**src/shared/rsf_pkg.sv**
```systemverilog
package rsf_pkg;

	// ----------------------------------------------------------------
	// Register map
	// ----------------------------------------------------------------
	localparam logic [7:0] RSF_ADDR_STAT = 8'h00;
	localparam logic [7:0] RSF_ADDR_MASK = 8'h04;
	localparam logic [7:0] RSF_ADDR_CTRL = 8'h08;

	// ----------------------------------------------------------------
	// Status bit positions
	// ----------------------------------------------------------------
	localparam int RSF_BIT_VZERO = 10;
	localparam int RSF_BIT_POS_MATCH = 9;
	localparam int RSF_BIT_VEL_MATCH = 8;
	localparam int RSF_BIT_EV_ARRIVE = 7;
	localparam int RSF_BIT_EV_STALL = 6;
	localparam int RSF_BIT_EV_STOP_R = 5;
	localparam int RSF_BIT_EV_STOP_L = 4;

	// ----------------------------------------------------------------
	// Control bit positions
	// ----------------------------------------------------------------
	localparam int RSF_CTRL_SW_L_EN = 0;
	localparam int RSF_CTRL_SW_R_EN = 1;
	localparam int RSF_CTRL_STOP_L_EN = 2;
	localparam int RSF_CTRL_STOP_R_EN = 3;
	localparam int RSF_CTRL_SOFT_STOP = 4;
	localparam int RSF_CTRL_STALL_EN = 5;
	localparam int RSF_CTRL_W = 6;

	// ----------------------------------------------------------------
	// Reset values
	// ----------------------------------------------------------------
	localparam logic [3:0] RSF_MASK_RST = 4'hF;
	localparam logic [RSF_CTRL_W-1:0] RSF_CTRL_RST = 6'h00;
	localparam logic [31:0] RSF_RDATA_RST = 32'h0000_0000;

	// ----------------------------------------------------------------
	// Carriers
	// ----------------------------------------------------------------
	typedef struct packed {
		logic [7:0] addr;
		logic [31:0] wdata;
		logic wr;
		logic rd;
	} rsf_bus_req_t;

	typedef struct packed {
		logic [31:0] current_position;
		logic [31:0] goal_position;
		logic [31:0] velocity;
		logic [31:0] goal_velocity;
		logic ramp_hold;
		logic cmd_dir_right;
	} rsf_motion_t;

endpackage

```
**src/verilog/rsf_sync2.sv**
```systemverilog
`timescale 1ns/1ps
module rsf_sync2
	import rsf_pkg::*;
(
	input wire logic clk_sys,
	input wire logic reset_n,
	input wire logic [1:0] async_in,
	output logic [1:0] sync_out
);

	typedef struct packed {
		logic [1:0] meta;
		logic [1:0] sync;
	} rsf_sync_st_t;

	rsf_sync_st_t st_r;
	rsf_sync_st_t st_nxt;

	// First stage feeds only the second stage
	always_comb begin
		st_nxt.meta = async_in;
		st_nxt.sync = st_r.meta;
	end

	always_ff @(posedge clk_sys) begin
		if (!reset_n) begin
			st_r <= '0;
		end else begin
			st_r <= st_nxt;
		end
	end

	assign sync_out = st_r.sync;

endmodule

```
**src/verilog/rsf_switch_stop.sv**
```systemverilog
`timescale 1ns/1ps
module rsf_switch_stop
	import rsf_pkg::*;
(
	input wire logic clk_sys,
	input wire logic reset_n,
	input wire logic sw_active,
	input wire logic sw_enable,
	input wire logic stop_enable,
	input wire logic moving_toward,
	input wire logic cmd_away,
	input wire logic ramp_hold,
	input wire logic soft_stop,
	output logic stop_flag,
	output logic stop_flag_nxt
);

	typedef struct packed {
		logic flag;
	} rsf_stop_st_t;

	rsf_stop_st_t st_r;
	rsf_stop_st_t st_nxt;
	logic set_cond;
	logic release_cond;

	always_comb begin
		set_cond = sw_active & ~cmd_away & ~ramp_hold;
		release_cond = (ramp_hold | cmd_away) & ~(soft_stop & moving_toward);
		st_nxt = st_r;
		if (!sw_enable || !stop_enable) begin
			st_nxt.flag = 1'b0;
		end else if (set_cond) begin
			st_nxt.flag = 1'b1;
		end else if (release_cond) begin
			st_nxt.flag = 1'b0;
		end
	end

	always_ff @(posedge clk_sys) begin
		if (!reset_n) begin
			st_r <= '0;
		end else begin
			st_r <= st_nxt;
		end
	end

	assign stop_flag = st_r.flag;
	// Next value lets the parent register its interrupt on the same edge as the flag
	assign stop_flag_nxt = st_nxt.flag;

endmodule

```
**src/verilog/rsf_status_flags.sv**
```systemverilog
`timescale 1ns/1ps
// Functional notes
// - Bit 10 reads one while present velocity is zero.
// - Bit 9 reads one while current and goal position are equal.
// - Bit 8 reads one while velocity equals the goal velocity.
// - Bit 7 latches when position match rises.
// - Writing one to bit 7 or 6 clears it; zero leaves it.
// - Bit 6 latches a stall halt; reading the status clears it.
// - Clearing the stall halt lets motion resume unless otherwise stopped.
// - Bit 5 shows an active right switch stop condition.
// - Bit 4 shows an active left switch stop condition.
// - Hold mode or reverse command removes a switch stop and its interrupt.
// - Gentle halt keeps a switch stop until motion toward it ends.
// - Disabling switch or stop function clears its flag; motion continues.
// - Arrival, stall and both switch stop flags feed the interrupt output.
module rsf_status_flags
	import rsf_pkg::*;
(
	input wire logic clk_sys,
	input wire logic reset_n,
	input wire rsf_bus_req_t bus_req,
	output logic [31:0] rdata_r,
	input wire rsf_motion_t motion,
	input wire logic stall_detect,
	input wire logic ref_l_pin,
	input wire logic ref_r_pin,
	output logic irq_r,
	output logic stall_halt_r,
	output logic stop_l_r,
	output logic stop_r_r
);

	// ----------------------------------------------------------------
	// State
	// ----------------------------------------------------------------
	typedef struct packed {
		logic [31:0] rdata;
		logic [3:0] mask;
		logic [RSF_CTRL_W-1:0] ctrl;
		logic vzero;
		logic pos_match;
		logic vel_match;
		logic ev_arrive;
		logic ev_stall;
		logic irq;
	} rsf_state_t;

	rsf_state_t st_r;
	rsf_state_t st_nxt;

	logic [1:0] ref_sync;
	logic flag_stop_l;
	logic flag_stop_r;
	logic flag_stop_l_nxt;
	logic flag_stop_r_nxt;
	logic [31:0] status_word;
	logic status_read;
	logic status_write;
	logic vel_neg;
	logic vel_pos;
	logic pos_eq;
	logic [3:0] ev_vec;

	// ----------------------------------------------------------------
	// Helpers
	// ----------------------------------------------------------------
	function automatic logic addr_hit(input logic [7:0] a, input logic [7:0] ref_addr);
		addr_hit = (a == ref_addr);
	endfunction

	// Sticky flag: set has priority so a coincident clear never drops an event
	function automatic logic sticky(input logic cur, input logic set, input logic clr);
		sticky = set | (cur & ~clr);
	endfunction

	// ----------------------------------------------------------------
	// Reference switch inputs
	// ----------------------------------------------------------------
	rsf_sync2 u_sync (
		.clk_sys(clk_sys),
		.reset_n(reset_n),
		.async_in({ref_r_pin, ref_l_pin}),
		.sync_out(ref_sync)
	);

	assign vel_neg = motion.velocity[31];
	assign vel_pos = ~motion.velocity[31] & (motion.velocity != 32'h0000_0000);

	// Left switch stops travel in the negative direction
	// left switch stop
	rsf_switch_stop u_stop_l (
		.clk_sys(clk_sys),
		.reset_n(reset_n),
		.sw_active(ref_sync[0]),
		.sw_enable(st_r.ctrl[RSF_CTRL_SW_L_EN]),
		.stop_enable(st_r.ctrl[RSF_CTRL_STOP_L_EN]),
		.moving_toward(vel_neg),
		.cmd_away(motion.cmd_dir_right),
		.ramp_hold(motion.ramp_hold),
		.soft_stop(st_r.ctrl[RSF_CTRL_SOFT_STOP]),
		.stop_flag(flag_stop_l),
		.stop_flag_nxt(flag_stop_l_nxt)
	);

	rsf_switch_stop u_stop_r (
		.clk_sys(clk_sys),
		.reset_n(reset_n),
		.sw_active(ref_sync[1]),
		.sw_enable(st_r.ctrl[RSF_CTRL_SW_R_EN]),
		.stop_enable(st_r.ctrl[RSF_CTRL_STOP_R_EN]),
		.moving_toward(vel_pos),
		.cmd_away(~motion.cmd_dir_right),
		.ramp_hold(motion.ramp_hold),
		.soft_stop(st_r.ctrl[RSF_CTRL_SOFT_STOP]),
		.stop_flag(flag_stop_r),
		.stop_flag_nxt(flag_stop_r_nxt)
	);

	// ----------------------------------------------------------------
	// Status word as software sees it
	// ----------------------------------------------------------------
	always_comb begin
		status_word = 32'h0000_0000;
		status_word[RSF_BIT_VZERO] = st_r.vzero;
		status_word[RSF_BIT_POS_MATCH] = st_r.pos_match;
		status_word[RSF_BIT_VEL_MATCH] = st_r.vel_match;
		status_word[RSF_BIT_EV_ARRIVE] = st_r.ev_arrive;
		status_word[RSF_BIT_EV_STALL] = st_r.ev_stall;
		status_word[RSF_BIT_EV_STOP_R] = flag_stop_r;
		status_word[RSF_BIT_EV_STOP_L] = flag_stop_l;
	end

	assign status_read = bus_req.rd & addr_hit(bus_req.addr, RSF_ADDR_STAT);
	assign status_write = bus_req.wr & addr_hit(bus_req.addr, RSF_ADDR_STAT);
	assign pos_eq = (motion.current_position == motion.goal_position);

	// ----------------------------------------------------------------
	// Next state
	// ----------------------------------------------------------------
	always_comb begin
		st_nxt = st_r;

		st_nxt.vzero = (motion.velocity == 32'h0000_0000);
		st_nxt.pos_match = pos_eq;
		st_nxt.vel_match = (motion.velocity == motion.goal_velocity);

		st_nxt.ev_arrive = sticky(st_r.ev_arrive, pos_eq & ~st_r.pos_match,
			status_write & bus_req.wdata[RSF_BIT_EV_ARRIVE]);

		st_nxt.ev_stall = sticky(st_r.ev_stall,
			stall_detect & st_r.ctrl[RSF_CTRL_STALL_EN],
			status_read | (status_write & bus_req.wdata[RSF_BIT_EV_STALL]));

		// Disabling stall stop drops a pending halt so motion is not stuck
		if (!st_r.ctrl[RSF_CTRL_STALL_EN]) begin
			st_nxt.ev_stall = 1'b0;
		end

		// Register writes
		if (bus_req.wr && addr_hit(bus_req.addr, RSF_ADDR_MASK)) begin
			st_nxt.mask = bus_req.wdata[RSF_BIT_EV_ARRIVE:RSF_BIT_EV_STOP_L];
		end
		if (bus_req.wr && addr_hit(bus_req.addr, RSF_ADDR_CTRL)) begin
			st_nxt.ctrl = bus_req.wdata[RSF_CTRL_W-1:0];
		end

		// Read data valid in the cycle after the strobe only
		st_nxt.rdata = RSF_RDATA_RST;
		if (bus_req.rd) begin
			unique case (bus_req.addr)
				RSF_ADDR_STAT: begin
					st_nxt.rdata = status_word;
				end
				RSF_ADDR_MASK: begin
					st_nxt.rdata[RSF_BIT_EV_ARRIVE:RSF_BIT_EV_STOP_L] = st_r.mask;
				end
				RSF_ADDR_CTRL: begin
					st_nxt.rdata[RSF_CTRL_W-1:0] = st_r.ctrl;
				end
				default: begin
					st_nxt.rdata = RSF_RDATA_RST;
				end
			endcase
		end

		// Interrupt from next flag values so it falls on the same edge as the last flag
		// events feed irq
		// level tracks flags
		// Mask also from its next value, so a mask write takes effect on its own edge
		ev_vec = {st_nxt.ev_arrive, st_nxt.ev_stall, flag_stop_r_nxt, flag_stop_l_nxt};
		st_nxt.irq = |(ev_vec & st_nxt.mask);
	end

	// ----------------------------------------------------------------
	// Registers
	// ----------------------------------------------------------------
	always_ff @(posedge clk_sys) begin
		if (!reset_n) begin
			st_r <= '0;
			st_r.mask <= RSF_MASK_RST;
			st_r.ctrl <= RSF_CTRL_RST;
		end else begin
			st_r <= st_nxt;
		end
	end

	// ----------------------------------------------------------------
	// Outputs
	// ----------------------------------------------------------------
	assign rdata_r = st_r.rdata;
	assign irq_r = st_r.irq;
	assign stall_halt_r = st_r.ev_stall;
	assign stop_l_r = flag_stop_l;
	assign stop_r_r = flag_stop_r;

endmodule

```
**config.mk**
```make
export PLATFORM = sky130hd
export DESIGN_NAME = rsf_status_flags
export DESIGN_NICKNAME = d
export VERILOG_FILES = /design/src/shared/rsf_pkg.sv /design/src/verilog/rsf_sync2.sv /design/src/verilog/rsf_switch_stop.sv /design/src/verilog/rsf_status_flags.sv
export SDC_FILE = /design/constraint.sdc
export NUM_CORES = 1
export LEC_CHECK = 0
export BUFFER_PORTS_ARGS = -buffer_cell sky130_fd_sc_hd__buf_4
export CORE_AREA = 3 3 84 86
export DETAILED_ROUTE_END_ITERATION = 7
export DIE_AREA = 0 0 87 89
export GPL_ROUTABILITY_DRIVEN = 0
export PLACE_DENSITY_LB_ADDON = 0.25
export SYNTH_ARGS = -nofsm -noshare
export SYNTH_HDL_FRONTEND = slang
export SYNTH_SLANG_ARGS = --single-unit
export TNS_END_PERCENT = 20
```
**constraint.sdc**
```tcl
create_clock -name clk_sys -period 4.7 [get_ports clk_sys]
set_input_delay 0.94 -clock clk_sys [delete_from_list [all_inputs] [get_ports clk_sys]]
set_output_delay 0.94 -clock clk_sys [all_outputs]
set_load 0.005 [all_outputs]
```
==> summary.txt <==
Pwr
  • Total Power: 0.783 mW
  • P per Cell Area: 219 nW/µm²
  • Leak: 1.70 nW
  • Worst vdd ir: 0.214 mV

Critical path
  • Critical path required time: 4920 ps
  • Critical R2R Launch: u_stop_l.stop_flag
  • Crit path max fanout: 2
  • Flop-to-flop setup slack: 3380 ps
  • WP data arrival: 2410 ps
  • Slowest cell on the critical path: or3_1
  • Startpoint Class: primary input
  • CP cell instances: buf_4 -> xor2_1 -> nor4_1 -> nand2_1 -> or3_1 -> or3_4 -> o21ai_2
  • Max incr delay on CP: 340 ps
  • Capturing point of the worst reg2reg path: irq_r
  • FF-to-FF path depth: 6
  • Nature of the critical path endpoint: register
  • Worst path buffer plus inverter count: 1
  • WS Path Type: in2reg
  • Critical path's top delay family: simple AND/OR/NAND/NOR gates

Die
  • Die extent in x: roughly 87 µm
  • Die Y: between 80 and 90 µm
  • Site Rows: 29
  • Core area: 6350 µm²
  • Ports: 213
  • Die area: between 7000 and 8000 µm²
  • Starting Density: 35.9%

Yosys
  • Top cells by count, synth: xnor2_1 (40), dfxtp_1 (33), buf_4 (32)
  • Ranking of synthesized cells by area: dfxtp_1 (29%), xnor2_1 (15%), buf_4 (11%)
  • Seq/Total Area, Yosys: between 20 and 30%
  • Synth Warn #: 0
  • Area share of the largest cell type after synthesis: approximately 29%
  • Most common cell in the netlist: xnor2_1
  • Number of synthesized flops with an enable pin: 0
  • Syn_area_per_cell: 8.97 µm²
  • Yosys top cell by area: dfxtp_1
  • Register bit total from synthesis: 33
  • Post-Syn Area: roughly 2300 µm²
  • FFs w/ async S/R, synth: 0%
  • Top_reg_cell synth: dfxtp_1
  • Post-Synthesis Cells: approximately 250
  • Number of library cell types mapped by synthesis: 35

Final layout
  • Share of cells above drive strength 1: between 40 and 50%
  • Final net count: approximately 590
  • Finished Cell Area: 3580 µm²
  • Antenna diode count: 0
  • Fin util: 56.3%
  • P&R area growth vs syn: 56.9%

CTS
  • Cts bufs inserted: 5
  • CTS tree: done
  • Worst-path clk slew: 60 ps
  • Clk sink count: 33
  • H-tree Lvls: 2
  • Cts repair resizes: 0
  • Later-pin clock latency in the skew report: roughly 290 ps
  • CTS Root Cell: clkbuf_8
  • Clk buf depth: 2
  • Post-CTS Setup Inserts: 0
  • Cts hold-fix bufs: 0

Detailed routing
  • Pre-antenna DRT Iters: 4
  • Final ANT Viol Nets: 0
  • Vias: 2274
  • # DRC: 0
  • Vias per Instance: 4.65
  • Initial drt markers: 105
  • WL/cell: 13.7 µm
  • Post-Route WL: 6.70 mm

Timing
  • Fin Setup TNS: 0 ps
  • Final Critical Period: 2190 ps
  • Final setup viols: 0
  • Hold Vio Cnt, Final: 0
  • Clock skew: 6.88 ps
  • RSZ-0062 raised after global routing: false
  • Final worst slack: roughly 2500 ps
  • Final Max Slew Viols: 0
  • Max frequency: 0.457 GHz
  • Tcrit/Tclk final: 46.6%

Place
  • # port buffers: 167
  • DP HPWL: 6.08 mm
  • Post-Place Cell Area: 3440 µm²
  • Setup Slack @ Placement: between 2000 and 2500 ps

Global routing
  • Largest net degree at the start of global routing: 26
  • Gr usage total: 16.6%
  • M2 GR Usage: 31.9%
  • Initial antenna violation count: 0
  • Overflow after GRT: 0
  • M1 GR Usage: around 19%
  • Busiest grt layer: met2
  • Vias in the first global route: 2285
  • Met3 GRT Util: about 3.1%
  • Global-route wire length before repair: 10.1 mm

Min path
  • Worst hold path class: reg2reg
  • Hold Path Depth: 1
  • Worst hold start: u_sync.st_nxt[1]
  • Hold worst-path end: u_sync.sync_out[1]

Flow run
  • Max-Cap Viols: 0

Run status
  • Outcome: finished clean
-- through the flow --
step                hold slack [ps]  std cells
floorplan                       412        274
global placement                420        481
detailed placement              430        481
CTS                             442        489
global route                    473        489
finish                          441        489
-- flip-flops by register name, summed over array words and instances (netlist names) --
name	flops
st_r	14
rdata_r	11
u_sync.st_nxt	2
u_sync.sync_out	2
irq_r	1
stall_halt_r	1
u_stop_l.stop_flag	1
u_stop_r.stop_flag	1
-- worst max-delay path by stage --
stage / startpoint / endpoint / slack, ps / cells past startpoint
floorplan: motion[93] / irq_r / 2450 / 6
global placement: motion[93] / irq_r / 2210 / 7
detailed placement: motion[93] / irq_r / 2200 / 7
CTS: motion[93] / irq_r / 2500 / 7
global route: motion[58] / irq_r / 2330 / 7
finish: motion[93] / irq_r / 2510 / 7
-- kinds of logic after synthesis --
kind of cell / count (synthesis) / share of synthesized area (%)
buf+inv: 38 / 11.6
other cells: 1 / 0.165
compound gates: 16 / 5.16
simple gates: 88 / 23.3
xor+xnor: 64 / 24.6
mux: 14 / 6.15
flops: 33 / 29.0
-- metal layers --
layer | vias up | part of all wire [%]
met5 | - | 0
met4 | 0 | 1.5
met3 | 10 | 6.7
met2 | 104 | 55
met1 | 1007 | 37
li1 | 1153 | -
-- report_power, final --
group	internal [mW]	leakage, nW	total, mW	switching (mW)
clock	0.211	0.0681	0.312	0.102
sequential	0.281	0.267	0.282	0.000575
combinational	0.121	1.36	0.189	0.0677
-- layout by cell type (no fill, tap or decap), types with 8 or more instances in the layout --
cell type	count
dfxtp_1	33
xor2_1	24
and3_1	8
conb_1	21
nor4_1	19
nand4_1	11
nand2_1	13
nand3_1	8
xnor2_1	40
buf_4	167
mux2i_1	14
-- final cells by class --
class | count | area (µm²)
fillers | 610 | 2770
multi-input cells | 203 | 1430
repair buffers | 167 | 1250
flip-flops and latches | 33 | 661
well taps | 77 | 96.3
clock buffers | 5 | 68.8
clock inverters | 3 | 65.1
inverters | 1 | 3.75
-- worst register-to-register path, cell delays in order (launching register included) --
cell and delay [ps]:
dfxtp_1 350, o2111ai_1 230, a21oi_1 100, a31oi_1 180, o21a_1 140, o311a_1 170
o21ai_2 50
Note: power is estimated with default switching activity, not from simulation.
